`src/pkg/ext_int_pkg.sv`:
```
// shared constants and types for the external interrupt detection block
package ext_int_pkg;

	// ****************************************
	// widths
	// ****************************************
	localparam int DATA_W = 16;
	localparam int ADDR_W = 3;
	localparam int PIN_COUNT = 6;

	// ****************************************
	// register offsets (word index on the plain port)
	// ****************************************
	localparam logic [ADDR_W-1:0] OFS_SENSE_CONTROL = 3'h0;
	localparam logic [ADDR_W-1:0] OFS_REQUEST_STATUS = 3'h1;
	localparam logic [ADDR_W-1:0] OFS_EVENT_STATUS = 3'h2;
	localparam logic [ADDR_W-1:0] OFS_EVENT_CLEAR = 3'h3;
	localparam logic [ADDR_W-1:0] OFS_EVENT_ENABLE = 3'h4;

	// ****************************************
	// field positions
	// ****************************************
	localparam int POS_NMI_PIN_LEVEL = 15;
	localparam int POS_NMI_EDGE_SELECT = 8;
	localparam int POS_NMI_EVENT = 8;
	// request pin order 0,1,2,3,6,7 -> register bits 7,6,5,4,1,0
	localparam int PIN_BIT_POS [PIN_COUNT] = '{7, 6, 5, 4, 1, 0};

	// ****************************************
	// reset values
	// ****************************************
	localparam logic RST_NMI_EDGE_SELECT = 1'h0;
	localparam logic [PIN_COUNT-1:0] RST_SENSE_SEL = 6'h00;
	localparam logic [PIN_COUNT-1:0] RST_REQUEST_FLAG = 6'h00;
	localparam logic [DATA_W-1:0] RST_EVENT = 16'h0000;
	localparam logic [DATA_W-1:0] RST_READ_DATA = 16'h0000;
	// idle level of a request pin and the nmi pin before sampling
	localparam logic PIN_IDLE = 1'h1;

	// ****************************************
	// encodings
	// ****************************************
	localparam logic SENSE_LOW_LEVEL = 1'h0;
	localparam logic SENSE_FALLING_EDGE = 1'h1;
	localparam logic NMI_EDGE_FALLING = 1'h0;
	localparam logic NMI_EDGE_RISING = 1'h1;

	// ****************************************
	// carriers
	// ****************************************
	typedef struct packed {
		logic [ADDR_W-1:0] addr;
		logic [DATA_W-1:0] wdata;
		logic wr;
		logic rd;
	} reg_req_s;

	// pin-ordered vector placed at its register bit positions
	function automatic logic [DATA_W-1:0] pins_to_reg(input logic [PIN_COUNT-1:0] v);
		logic [DATA_W-1:0] r;
		r = '0;
		for (int i = 0; i < PIN_COUNT; i++) begin
			r[PIN_BIT_POS[i]] = v[i];
		end
		return r;
	endfunction

	// register bit positions gathered into pin order
	function automatic logic [PIN_COUNT-1:0] reg_to_pins(input logic [DATA_W-1:0] r);
		logic [PIN_COUNT-1:0] v;
		v = '0;
		for (int i = 0; i < PIN_COUNT; i++) begin
			v[i] = r[PIN_BIT_POS[i]];
		end
		return v;
	endfunction

endpackage

```
`src/ext_interrupt_detect.sv`:
```
// external interrupt detection: nmi edge, request pin sensing, registers and event interrupt
//
// Added by the designer: the address map and the address-and-strobe port.
module ext_interrupt_detect
	import ext_int_pkg::*;
(
	input wire logic CLOCK,
	input wire logic SRST,
	input wire logic NMI_PIN,
	input wire logic [PIN_COUNT-1:0] EXT_INT_N,
	input wire logic [PIN_COUNT-1:0] EXT_INT_ACK,
	input wire logic [ADDR_W-1:0] ADDR,
	input wire logic [DATA_W-1:0] WDATA,
	input wire logic WR,
	input wire logic RD,
	output logic [DATA_W-1:0] RDATA,
	output logic NMI_REQ,
	output logic [PIN_COUNT-1:0] EXT_INT_REQ,
	output logic IRQ
);

	// ****************************************
	// bus request
	// ****************************************
	reg_req_s req;

	assign req.addr = ADDR;
	assign req.wdata = WDATA;
	assign req.wr = WR;
	assign req.rd = RD;

	wire hit_ctrl = (req.addr == OFS_SENSE_CONTROL);
	wire hit_stat = (req.addr == OFS_REQUEST_STATUS);
	wire hit_evst = (req.addr == OFS_EVENT_STATUS);
	wire hit_evcl = (req.addr == OFS_EVENT_CLEAR);
	wire hit_even = (req.addr == OFS_EVENT_ENABLE);

	wire wr_ctrl = req.wr & hit_ctrl;
	wire wr_stat = req.wr & hit_stat;
	wire rd_stat = req.rd & hit_stat;
	wire wr_evcl = req.wr & hit_evcl;
	wire wr_even = req.wr & hit_even;

	// ****************************************
	// pin synchronisation
	// ****************************************
	logic nmi_sync;
	logic [PIN_COUNT-1:0] ext_sync;

	pin_sync #(
		.WIDTH(1)
	) u_nmi_sync (
		.clk(CLOCK),
		.srst(SRST),
		.async_in(NMI_PIN),
		.sync_out(nmi_sync)
	);

	pin_sync #(
		.WIDTH(PIN_COUNT)
	) u_ext_sync (
		.clk(CLOCK),
		.srst(SRST),
		.async_in(EXT_INT_N),
		.sync_out(ext_sync)
	);

	// ****************************************
	// control register
	// ****************************************
	// only the power-on reset touches these; no standby input exists
	logic nmi_edge_select_q;
	logic [PIN_COUNT-1:0] sense_sel_q;

	always_ff @(posedge CLOCK) begin
		if (SRST) begin
			nmi_edge_select_q <= RST_NMI_EDGE_SELECT;
			sense_sel_q <= RST_SENSE_SEL;
		end else if (wr_ctrl) begin
			nmi_edge_select_q <= req.wdata[POS_NMI_EDGE_SELECT];
			sense_sel_q <= reg_to_pins(req.wdata);
		end
	end

	// ****************************************
	// nmi edge detection
	// ****************************************
	logic nmi_prev_q;
	logic nmi_req_q;
	logic nmi_rise;
	logic nmi_fall;
	logic nmi_hit;

	assign nmi_rise = ~nmi_prev_q & nmi_sync;
	assign nmi_fall = nmi_prev_q & ~nmi_sync;
	assign nmi_hit = (nmi_edge_select_q == NMI_EDGE_RISING) ? nmi_rise : nmi_fall;

	always_ff @(posedge CLOCK) begin
		if (SRST) begin
			nmi_prev_q <= PIN_IDLE;
			nmi_req_q <= 1'b0;
		end else begin
			nmi_prev_q <= nmi_sync;
			nmi_req_q <= nmi_hit;
		end
	end

	assign NMI_REQ = nmi_req_q;

	// ****************************************
	// request flags, one cell per pin
	// ****************************************
	logic [PIN_COUNT-1:0] flag;
	logic [PIN_COUNT-1:0] flag_set;
	logic [PIN_COUNT-1:0] wr_bits;

	assign wr_bits = reg_to_pins(req.wdata);

	for (genvar i = 0; i < PIN_COUNT; i++) begin : g_cell
		request_flag_cell u_cell (
			.clk(CLOCK),
			.srst(SRST),
			.pin_n(ext_sync[i]),
			.sense_sel(sense_sel_q[i]),
			.status_read(rd_stat),
			.status_write(wr_stat),
			.write_bit(wr_bits[i]),
			.ack(EXT_INT_ACK[i]),
			.flag(flag[i]),
			.set_event(flag_set[i])
		);
	end

	// flags already come from cell flip-flops
	assign EXT_INT_REQ = flag;

	// ****************************************
	// event status, clear and enable
	// ****************************************
	logic [DATA_W-1:0] ev_status_q;
	logic [DATA_W-1:0] ev_enable_q;
	logic [DATA_W-1:0] ev_in;
	logic [DATA_W-1:0] ev_clr;
	logic [DATA_W-1:0] ev_mask;
	logic irq_q;

	// only implemented bits may hold anything
	assign ev_mask = pins_to_reg({PIN_COUNT{1'b1}}) | (16'h0001 << POS_NMI_EVENT);
	assign ev_in = pins_to_reg(flag_set) | ({15'h0000, nmi_hit} << POS_NMI_EVENT);
	assign ev_clr = wr_evcl ? req.wdata : RST_EVENT;

	always_ff @(posedge CLOCK) begin
		if (SRST) begin
			ev_status_q <= RST_EVENT;
			ev_enable_q <= RST_EVENT;
			irq_q <= 1'b0;
		end else begin
			// a new event beats a clear in the same cycle
			ev_status_q <= ((ev_status_q & ~ev_clr) | ev_in) & ev_mask;
			if (wr_even) begin
				ev_enable_q <= req.wdata & ev_mask;
			end
			irq_q <= |(((ev_status_q & ~ev_clr) | ev_in) & ev_enable_q);
		end
	end

	assign IRQ = irq_q;

	// ****************************************
	// read data
	// ****************************************
	logic [DATA_W-1:0] ctrl_view;
	logic [DATA_W-1:0] stat_view;
	logic [DATA_W-1:0] rd_mux;
	logic [DATA_W-1:0] rdata_q;

	// reserved bits stay zero because nothing else is ORed in
	assign ctrl_view = pins_to_reg(sense_sel_q)
		| ({15'h0000, nmi_edge_select_q} << POS_NMI_EDGE_SELECT)
		| ({15'h0000, nmi_sync} << POS_NMI_PIN_LEVEL);
	assign stat_view = pins_to_reg(flag);

	assign rd_mux = hit_ctrl ? ctrl_view :
		hit_stat ? stat_view :
		hit_evst ? ev_status_q :
		hit_even ? ev_enable_q :
		RST_READ_DATA;

	always_ff @(posedge CLOCK) begin
		if (SRST) begin
			rdata_q <= RST_READ_DATA;
		end else if (req.rd) begin
			rdata_q <= rd_mux;
		end else begin
			rdata_q <= RST_READ_DATA;
		end
	end

	assign RDATA = rdata_q;

endmodule // ext_interrupt_detect

```
`src/pin_sync.sv`:
```
// two-stage synchroniser for asynchronous pin levels
module pin_sync
	import ext_int_pkg::*;
#(
	parameter int WIDTH = 1
) (
	input wire logic clk,
	input wire logic srst,
	input wire logic [WIDTH-1:0] async_in,
	output logic [WIDTH-1:0] sync_out
);

	// ****************************************
	// stages
	// ****************************************
	// first stage is read only by the second
	logic [WIDTH-1:0] meta_q;
	logic [WIDTH-1:0] sync_q;

	always_ff @(posedge clk) begin
		if (srst) begin
			meta_q <= {WIDTH{PIN_IDLE}};
			sync_q <= {WIDTH{PIN_IDLE}};
		end else begin
			meta_q <= async_in;
			sync_q <= meta_q;
		end
	end

	assign sync_out = sync_q;

endmodule // pin_sync

```
`src/request_flag_cell.sv`:
```
// one request pin: level or falling-edge sensing and its request flag
module request_flag_cell
	import ext_int_pkg::*;
(
	input wire logic clk,
	input wire logic srst,
	input wire logic pin_n,
	input wire logic sense_sel,
	input wire logic status_read,
	input wire logic status_write,
	input wire logic write_bit,
	input wire logic ack,
	output logic flag,
	output logic set_event
);

	// ****************************************
	// state
	// ****************************************
	logic prev_q;
	logic flag_q;
	logic flag_d;
	logic armed_q;
	logic armed_d;
	logic fall;
	logic edge_mode;
	logic sw_clear;

	assign edge_mode = (sense_sel == SENSE_FALLING_EDGE);
	// one registered previous level, so one edge sets the flag only once
	assign fall = prev_q & ~pin_n;
	// a zero write only counts after a read that saw one
	assign sw_clear = status_write & ~write_bit & armed_q;
	// the new edge wins over any clear in the same cycle
	assign flag_d = !edge_mode ? ~pin_n :
		(fall ? 1'b1 : ((sw_clear | ack) ? 1'b0 : flag_q));
	assign armed_d = status_read ? (flag_q & edge_mode) : (status_write ? 1'b0 : armed_q);

	always_ff @(posedge clk) begin
		if (srst) begin
			prev_q <= PIN_IDLE;
			flag_q <= 1'b0;
			armed_q <= 1'b0;
			set_event <= 1'b0;
		end else begin
			prev_q <= pin_n;
			flag_q <= flag_d;
			armed_q <= armed_d;
			set_event <= flag_d & ~flag_q;
		end
	end

	assign flag = flag_q;

endmodule // request_flag_cell

```
`config.mk`:
```
export PLATFORM = sky130hd
export DESIGN_NAME = ext_interrupt_detect
export DESIGN_NICKNAME = d
export VERILOG_FILES = /design/src/pkg/ext_int_pkg.sv /design/src/ext_interrupt_detect.sv /design/src/pin_sync.sv /design/src/request_flag_cell.sv
export SDC_FILE = /design/constraint.sdc
export NUM_CORES = 1
export LEC_CHECK = 0
export ABC_AREA = 1
export BUFFER_PORTS_ARGS = -buffer_cell sky130_fd_sc_hd__buf_4
export CORE_AREA = 2 2 76 78
export CTS_CLUSTER_DIAMETER = 40
export DETAILED_ROUTE_END_ITERATION = 10
export DIE_AREA = 0 0 78 80
export PLACE_DENSITY = 0.81
export SLEW_MARGIN = 10
export SYNTH_ARGS = -nofsm -noshare
export SYNTH_HDL_FRONTEND = slang
export SYNTH_SLANG_ARGS = --single-unit
```
`constraint.sdc`:
```
create_clock -name CLOCK -period 1 [get_ports CLOCK]
set_input_delay 0.05 -clock CLOCK [delete_from_list [all_inputs] [get_ports CLOCK]]
set_output_delay 0.05 -clock CLOCK [all_outputs]
set_load 0.02 [all_outputs]
```
==> impl_metrics.ini, run 1 <==
[cts]
cts_tree = done
clock_latency_ns = 0.35
path_clk_slew_ns = 0.07
htree_num_levels = 3
max-clock-path-buffers = 2
cts_made_buffers = 9
clock_sinks = 70
root_buffer = clkbuf_8

[finish]
stdcell_area_um2 = 3670
largest_register_ffs = 8
nets = 448
syn2layout_area_growth_pct = 33.4
num_antenna_cells = 0
fin_util_pct = 67.9
drive_gt1_share_pct = 35.3

[hold_path]
holdCritPathClass = in2reg
hold_depth = 4

[synth]
syn_inst = 330
yosysMostFrequentCell = dfxtp_1
seq_area_frac_synth_pct = 50.9
synthFlopType = dfxtp_1
synth_top_cell_by_area = dfxtp_1
synthTopCellsByArea = dfxtp_1, a21oi_1, inv_1
ys_async_sr_fraction_pct = 0
synth_top_area_share_pct = 50.9
ys_ff_latch = 70
synth_cell_types = 28
yosys-top-cells-count = dfxtp_1, inv_1, nand2_1
avgSynthCellArea_um2 = 8.34
syn_area_um2 = 2750
synth-edff-count = 0
ys_warn_count = 0

[routing]
via_per_inst = 5.02
drtAntennaViolNets = 0
drt-initial-drc-count = 185
wl_um = 6780
drcViolationCount = 0
vias = 2452
wl_per_cell_um = 13.9
dr.pass1.iters = 5

[timing]
skew_ns = 0.0124
grt_setup_unrepaired = true
layout_min_cycle_time_ns = 0.998
holdWs_ns = 0.00833
post-route-period-util_pct = 99.8
timing_hold_violations_final = 0
drv_slew = 0
fmax_mhz = 1000
setup_ws_ns = 0.00185
finalSetupViolations = 0

[power_and_ir_drop]
peakVddDrop_mv = 1.14
p_leak_nw = 1.56
power_density_nw_per_um2 = 1540
total_power_mw = 5.67

[placement]
dp_hpwl_um = 4630
post-place-ws_ns = -0.131
port_buffers = 42
dpl_cell_area_um2 = 3250
gp_congestion = 0.865

[die]
die_area_um2 = 6240
core_area_um2 = 5410
start_util_pct = 50.9
die_w_um = 78
rows = 27
die_h_um = 80
io_pins = 60

[critical_path]
max_stage_delay_ns = 0.33
rr_worst_depth = 5
critPathSlowestCell = dfxtp_2
cp_max_fo = 3
worstSetupEndpointType = register
cp_top_family = simple AND/OR/NAND/NOR gates
path_class = reg2reg
worst-path-stages = 5
path_cells = inv_2 -> nor4_2 -> nand2_1 -> o21ai_2 -> and2_1
worstPathRequired_ns = 1.28
rrSetupSlack_ns = 0.002
start_kind = register
cp.arrival_ns = 1.28
cp_num_buf_inv = 1

[global_route]
grt_first_pass_wirelength_um = 10800
grt_max_degree = 30
grt_overflow = 0
grt_pass1_vias = 2418
antenna_found_initial = 0
grt_util_all_layers_pct = 23.1

[run_status]
outcome = completed

[run]
drv_cap = 0
## timing repair
action / CTS / global route
endpoints found under the hold margin: 14 / 0
resized for setup: 12 / 21
pin swaps: 2 / 6
setup buffers: 0 / 1
endpoints found under the setup margin: 6 / 10
hold buffers: 14 / 0
## path summary, 6_finish.rpt
path                                            from                         end
worst min-delay path                  EXT_INT_ACK[5]       g_cell[5].u_cell.flag
worst max-delay path                  sense_sel_q[2]  g_cell[2].u_cell.set_event
worst max register to register        sense_sel_q[2]  g_cell[2].u_cell.set_event
worst min register to register  u_ext_sync.meta_q[1]      u_ext_sync.sync_out[1]
## where the power goes
group	total [mW]	switching (mW)	internal, mW
clock	2.18	0.965	1.21
combinational	0.582	0.315	0.267
sequential	2.91	0.0357	2.88
total	5.67	1.32	4.35
## logic make-up after synthesis
group | share of synthesized area [%]
compound gates | 12.9
buf+inv | 11.5
flops | 50.9
other cells | 0.136
simple gates | 24.6
## placed cells by master, fill, tap and decap left out, types with 13 or more instances in the layout
master,netlist,final
buf_4,14,68
dfxtp_1,70,61
inv_1,41,34
a21oi_1,31,31
nor2_1,25,25
or2_2,20,20
o21ai_0,15,14
dlygate4sd3_1,0,13
nand2_1,40,40
nand3_1,17,17
## final cells by class
type	count	area (µm²)
clock inverters	1	30.0
clock buffers	14	153
fillers	444	1730
repair buffers	85	687
well taps	72	90.1
flip-flops and latches	70	1410
inverters	45	169
multi-input cells	201	1130
## metrics by stage
stage | TNS, ns | std cells
floorplan | 0 | 337
global placement | -0.733 | 459
detailed placement | -1.27 | 459
CTS | 0 | 488
global route | -0.247 | 488
finish | 0 | 488
## tightest hold or removal path, cell delays in order
cell	delay (ns)
buf_4	0.08
nor3_2	0.03
nand3_1	0.09
o21ai_2	0.06
## layer usage
layer  up-vias  routed length, µm  global-route usage [%]
met1      1141               2760                    26.8
met2        94               3450                    37.9
li1       1201                  -                       -
met3        16                392                    5.66
met4         0                183                    15.6
met5         -                  0                       0
Note: power is estimated with default switching activity, not from simulation.
==> run 2: changes to the inputs <==
- BUFFER_PORTS_ARGS: -buffer_cell sky130_fd_sc_hd__buf_4 -> not set
- CORE_AREA: 2 2 76 78 -> 2 2 71 73
- CTS_BUF_LIST: not set -> sky130_fd_sc_hd__clkbuf_4
- DIE_AREA: 0 0 78 80 -> 0 0 73 75
- DONT_BUFFER_PORTS: not set -> 1
- PLACE_DENSITY: 0.81 -> 0.79
==> impl_metrics.ini, run 2 (synthesis gave the netlist of run 1 again) <==
[global_route]
grt_pass1_vias = 2132
gr-usage-met2_pct = 37.8
grt_util_all_layers_pct = 24.1
grtUsageMet1_pct = 29.3
met3_usage_pct = 7.36
grt_max_degree = 42
gr-max-usage-layer = met2
grt_overflow = 0
antenna_found_initial = 0
grt_first_pass_wirelength_um = 9650

[power_and_ir_drop]
p_int_mw = 3.52
seq_power_share_pct = 61.7
p_leak_nw = 1.33
p_sw_mw = 1.20
peakVddDrop_mv = 1.06
p_comb_share_pct = 10.0
power_density_nw_per_um2 = 1440
sw_frac_of_total_pct = 25.5
clkPwrFrac_pct = 28.4

[critical_path]
critPathSlowestCell = dlygate4sd3_1
cp.arrival_ns = 1.27
rr_worst_depth = 8
reg2reg_to = IRQ
r2r_start = nmi_edge_select_q
worstSetupEndpointType = register
path_cells = inv_2 -> dlygate4sd3_1 -> nand2_2 -> buf_4 -> nor2_1 -> o31ai_1 -> inv_1
worst-path-stages = 7
worstPathRequired_ns = 1.29
max_stage_delay_ns = 0.57
rrSetupSlack_ns = 0.02
start_kind = input pin
crit_start = ADDR[2]
cp_top_family = buffers and inverters
path_class = in2reg
cp_max_fo = 4
cp_num_buf_inv = 4
endpoint = RDATA[1]

[timing]
drv_slew = 0
fmax_mhz = 1020
timing_hold_violations_final = 22
grt_setup_unrepaired = true
holdWs_ns = -0.0821
post-route-period-util_pct = 98.2
layout_min_cycle_time_ns = 0.982
skew_ns = 0.0107
setup_tns_ns = 0
finalSetupViolations = 0

[die]
core_area_um2 = 4660
io_pins = 60
start_util_pct = 59.1
rows = 25
die_area_um2 = 5480
die_h_um = 75
die_w_um = 73

[placement]
dpl_cell_area_um2 = 2830
dp_hpwl_um = 3880
port_buffers = 0
gp_congestion = 0.864

[cts]
htree_num_levels = 3
clock_latency_ns = 0.40
cts_tree = done
cts_made_buffers = 9
clock_sinks = 70
root_buffer = clkbuf_4
path_clk_slew_ns = 0.10
max-clock-path-buffers = 2
cts_hold_buffers = 26

[routing]
drt-initial-drc-count = 145
drcViolationCount = 0
wl_um = 6020
wl_per_cell_um = 14.0
vias = 2203
via_per_inst = 5.14
dr.pass1.iters = 4
drtAntennaViolNets = 0

[hold_path]
hp-start = SRST
holdCritPathClass = in2reg

[finish]
largest_register_ffs = 8
stdcell_area_um2 = 3270
drive_gt1_share_pct = 25.6
num_antenna_cells = 0
layout_commonest_cell = dfxtp_1
most-common-layout-cells = dfxtp_1, nand2_1, inv_1
fill_cells = 350
nets = 409
syn2layout_area_growth_pct = 18.8

[run]
drv_cap = 0

[run_status]
outcome = finished with violations
failed_checks = negative hold slack
==> run 2: cell count changes in the layout (fill, tap and decap cells not counted), moves of 3 or more <==
cell,change
dlygate4sd3_1,+11
clkbuf_4,+9
buf_4,-49
o21ai_0,-10
inv_2,-3
clkbuf_8,-10
o21ai_1,+9
clkbuf_1,-4
==> run 2: repair_timing <==
item / in CTS / in global routing
pin swaps: 0 / 10
buffers inserted: 0 / 2
endpoints found under the hold margin: 69 / 29
gates resized for setup: 3 / 36
setup endpoints to repair: 2 / 21
==> run 2: stage by stage <==
step	total power, mW	util (%)	setup slack, ns	cells
5_1_grt	4.94	70.2	-0.0383	429
6_report	4.72	70.2	0.0184	429
4_1_cts	4.73	68.5	0.00479	427
2_1_floorplan	3.25	-	0.0801	337
3_5_place_dp	3.30	60.8	-0.0335	388
3_3_place_gp	3.29	60.8	0.0182	388
==> run 2: cell type report <==
class	count	area, µm²	share of cell area [%]
flip-flops and latches	70	1410	43.2
multi-input cells	201	1110	33.8
repair buffers	46	427	13.0
inverters	45	171	5.24
clock buffers	9	67.6	2.07
well taps	54	67.6	2.07
clock inverters	4	17.5	0.536
==> run 2: per-layer routing <==
layer / vias up / wire length (µm)
li1: 1123 / -
met1: 984 / 2560
met2: 82 / 2920
met3: 14 / 423
met4: 0 / 121
met5: - / 0
==> run 2: worst min path at each step <==
stage                                          end  cells after the start
final                               ev_status_q[4]                      2
after detailed placement            ev_status_q[6]                      1
after floorplan               u_ext_sync.meta_q[0]                      1
after CTS                 g_cell[2].u_cell.armed_q                      2
after global routing      g_cell[5].u_cell.armed_q                      2
after global placement    g_cell[1].u_cell.armed_q                      1
==> run 2: worst register-to-register path: cells and delay by family, from the launching register on <==
| family | cells | cell delay, ns |
|---|---|---|
| simple gates | 6 | 0.39 |
| buf+inv | 1 | 0.09 |
| compound gates | 1 | 0.07 |
| flops | 1 | 0.33 |
==> run 2: power by group through the flow <==
| stage | combinational (mW) | clock, mW | sequential, mW |
|---|---|---|---|
| 2_1_floorplan | 0.287 | 0 | 2.97 |
| 3_3_place_gp | 0.318 | 0 | 2.97 |
| 3_5_place_dp | 0.325 | 0 | 2.97 |
| 4_1_cts | 0.444 | 1.38 | 2.91 |
| 5_1_grt | 0.513 | 1.50 | 2.92 |
| 6_report | 0.470 | 1.34 | 2.91 |
==> run 3: changes to the inputs <==
--- a/constraint.sdc
+++ b/constraint.sdc
@@ -3,2 +3,2 @@
 set_output_delay 0.05 -clock CLOCK [all_outputs]
-set_load 0.02 [all_outputs]
+set_load 0.005 [all_outputs]
==> impl_metrics.ini, run 3 (synthesis gave the netlist of run 1 again) <==
[hold_path]
holdPathEnd = g_cell[4].u_cell.armed_q
hp-start = SRST
holdCritPathClass = in2reg
hold_depth = 1

[run_status]
failed_checks = negative hold slack
outcome = finished with violations

[placement]
post-place-ws_ns = -0.0168
port_buffers = 0
dp_hpwl_um = 3880
gp_congestion = 0.845

[global_route]
grt_first_pass_wirelength_um = 9560
antenna_found_initial = 0
grt_util_all_layers_pct = 23.4
grt_max_degree = 42
grt_pass1_vias = 2130
grt_overflow = 0

[run]
drv_cap = 0

[power_and_ir_drop]
p_leak_nw = 1.31
seq_power_share_pct = 60.5
power_density_nw_per_um2 = 1480
p_int_mw = 3.61
p_comb_share_pct = 8.4
p_sw_mw = 1.19
sw_frac_of_total_pct = 24.9
clkPwrFrac_pct = 31.1
peakVddDrop_mv = 1.06

[critical_path]
rrSetupSlack_ns = 0.03
r2r_start = u_nmi_sync.sync_out
max_stage_delay_ns = 0.56
path_cells = nor2_2 -> dlygate4sd3_1 -> nand2_2 -> buf_4 -> nor2_1 -> o31ai_1 -> inv_1
cp_top_family = buffers and inverters
path_class = in2reg
worstSetupEndpointType = register
reg2reg_to = IRQ
cp_num_buf_inv = 3
start_kind = input pin
cp_max_fo = 5
critPathSlowestCell = dlygate4sd3_1
worstPathRequired_ns = 1.30
cp.arrival_ns = 1.28
rr_worst_depth = 9

[routing]
vias = 2236
wl_per_cell_um = 13.9
drtAntennaViolNets = 0
drcViolationCount = 0
dr.pass1.iters = 4
via_per_inst = 5.21
drt-initial-drc-count = 199
wl_um = 5970

[finish]
num_antenna_cells = 0
largest_register_ffs = 8
syn2layout_area_growth_pct = 18.0
most-common-layout-cells = dfxtp_1, nand2_1, inv_1
layout_commonest_cell = dfxtp_1
drive_gt1_share_pct = 25.6
nets = 406

[timing]
drv_slew = 0
layout_min_cycle_time_ns = 0.984
finalSetupViolations = 0
post-route-period-util_pct = 98.4
fmax_mhz = 1020
setup_tns_ns = 0
timing_hold_violations_final = 46
skew_ns = 0.0149
setup_ws_ns = 0.0157
grt_setup_unrepaired = true
holdWs_ns = -0.282

[die]
rows = 25
start_util_pct = 59.1
core_area_um2 = 4660
die_area_um2 = 5480
io_pins = 60
die_w_um = 73
die_h_um = 75

[cts]
root_buffer = clkbuf_4
max-clock-path-buffers = 2
cts_tree = done
clock_sinks = 70
path_clk_slew_ns = 0.12
clock_latency_ns = 0.39
htree_num_levels = 3
cts_made_buffers = 9
==> run 3: changes by cell type in the layout (fill, tap and decap cells not counted), sizes merged <==
cell          before  now
clkinvlp           0    1
clkbuf             9   11
dlymetal6s4s       1    0
buf               21   19
==> run 3: area by class of cell <==
type | count | area [µm²]
Clock buffer | 11 | 82.6
Clock inverter | 5 | 26.3
Fill cell | 359 | 1410
Inverter | 45 | 169
Multi-Input combinational cell | 201 | 1110
Sequential cell | 70 | 1410
Tap cell | 54 | 67.6
Timing Repair Buffer | 43 | 383
==> run 3: power by group through the flow <==
stage	clock (mW)	sequential, mW	combinational (mW)
after floorplan	0	2.96	0.258
after global placement	0	2.96	0.291
after detailed placement	0	2.97	0.296
after CTS	1.49	2.90	0.380
after global routing	1.62	2.92	0.442
final	1.49	2.91	0.403
==> run 3: worst max-delay path by stage <==
stage	startpoint	to	cells after the start
6_report	ADDR[1]	RDATA[4]	7
2_1_floorplan	u_nmi_sync.sync_out	IRQ	8
3_5_place_dp	sense_sel_q[3]	g_cell[3].u_cell.set_event	5
4_1_cts	u_nmi_sync.sync_out	IRQ	9
3_3_place_gp	ADDR[0]	IRQ	9
5_1_grt	u_nmi_sync.sync_out	IRQ	9
==> run 3: worst register-to-register path: stages, from the launching register on <==
cell,delay (ns)
dfxtp_2,0.35
inv_2,0.05
nand2_1,0.05
nand2_1,0.04
nand2_1,0.08
nand2_1,0.06
nand2_1,0.05
nand2_1,0.05
nor2_1,0.09
a21oi_1,0.06
==> run 3: per-stage QoR <==
step | power (mW) | util, % | cell area, µm² | instances
2_1_floorplan | 3.22 | - | 2780 | 337
3_3_place_gp | 3.25 | 60.8 | 2830 | 388
3_5_place_dp | 3.26 | 60.8 | 2830 | 388
4_1_cts | 4.77 | 68.2 | 3180 | 426
5_1_grt | 4.98 | 69.7 | 3250 | 429
6_report | 4.80 | 69.7 | 3250 | 429
==> run 3: timing repair <==
item / 4_1_cts / 5_1_grt
gates resized for setup: 6 / 24
setup buffers: 0 / 1
hold buffers: 22 / 2
endpoints found under the setup margin: 3 / 14
pin swaps: 0 / 8
hold endpoints to repair: 69 / 47
==> run 3: routing by layer <==
| metal | part of all wire (%) | track usage, % | up-vias |
|---|---|---|---|
| li1 | - | - | 1114 |
| met1 | 43 | 29.4 | 1009 |
| met2 | 48 | 37.1 | 94 |
| met3 | 6.6 | 5.89 | 19 |
| met4 | 2.5 | 12.8 | 0 |
| met5 | 0 | 0 | - |
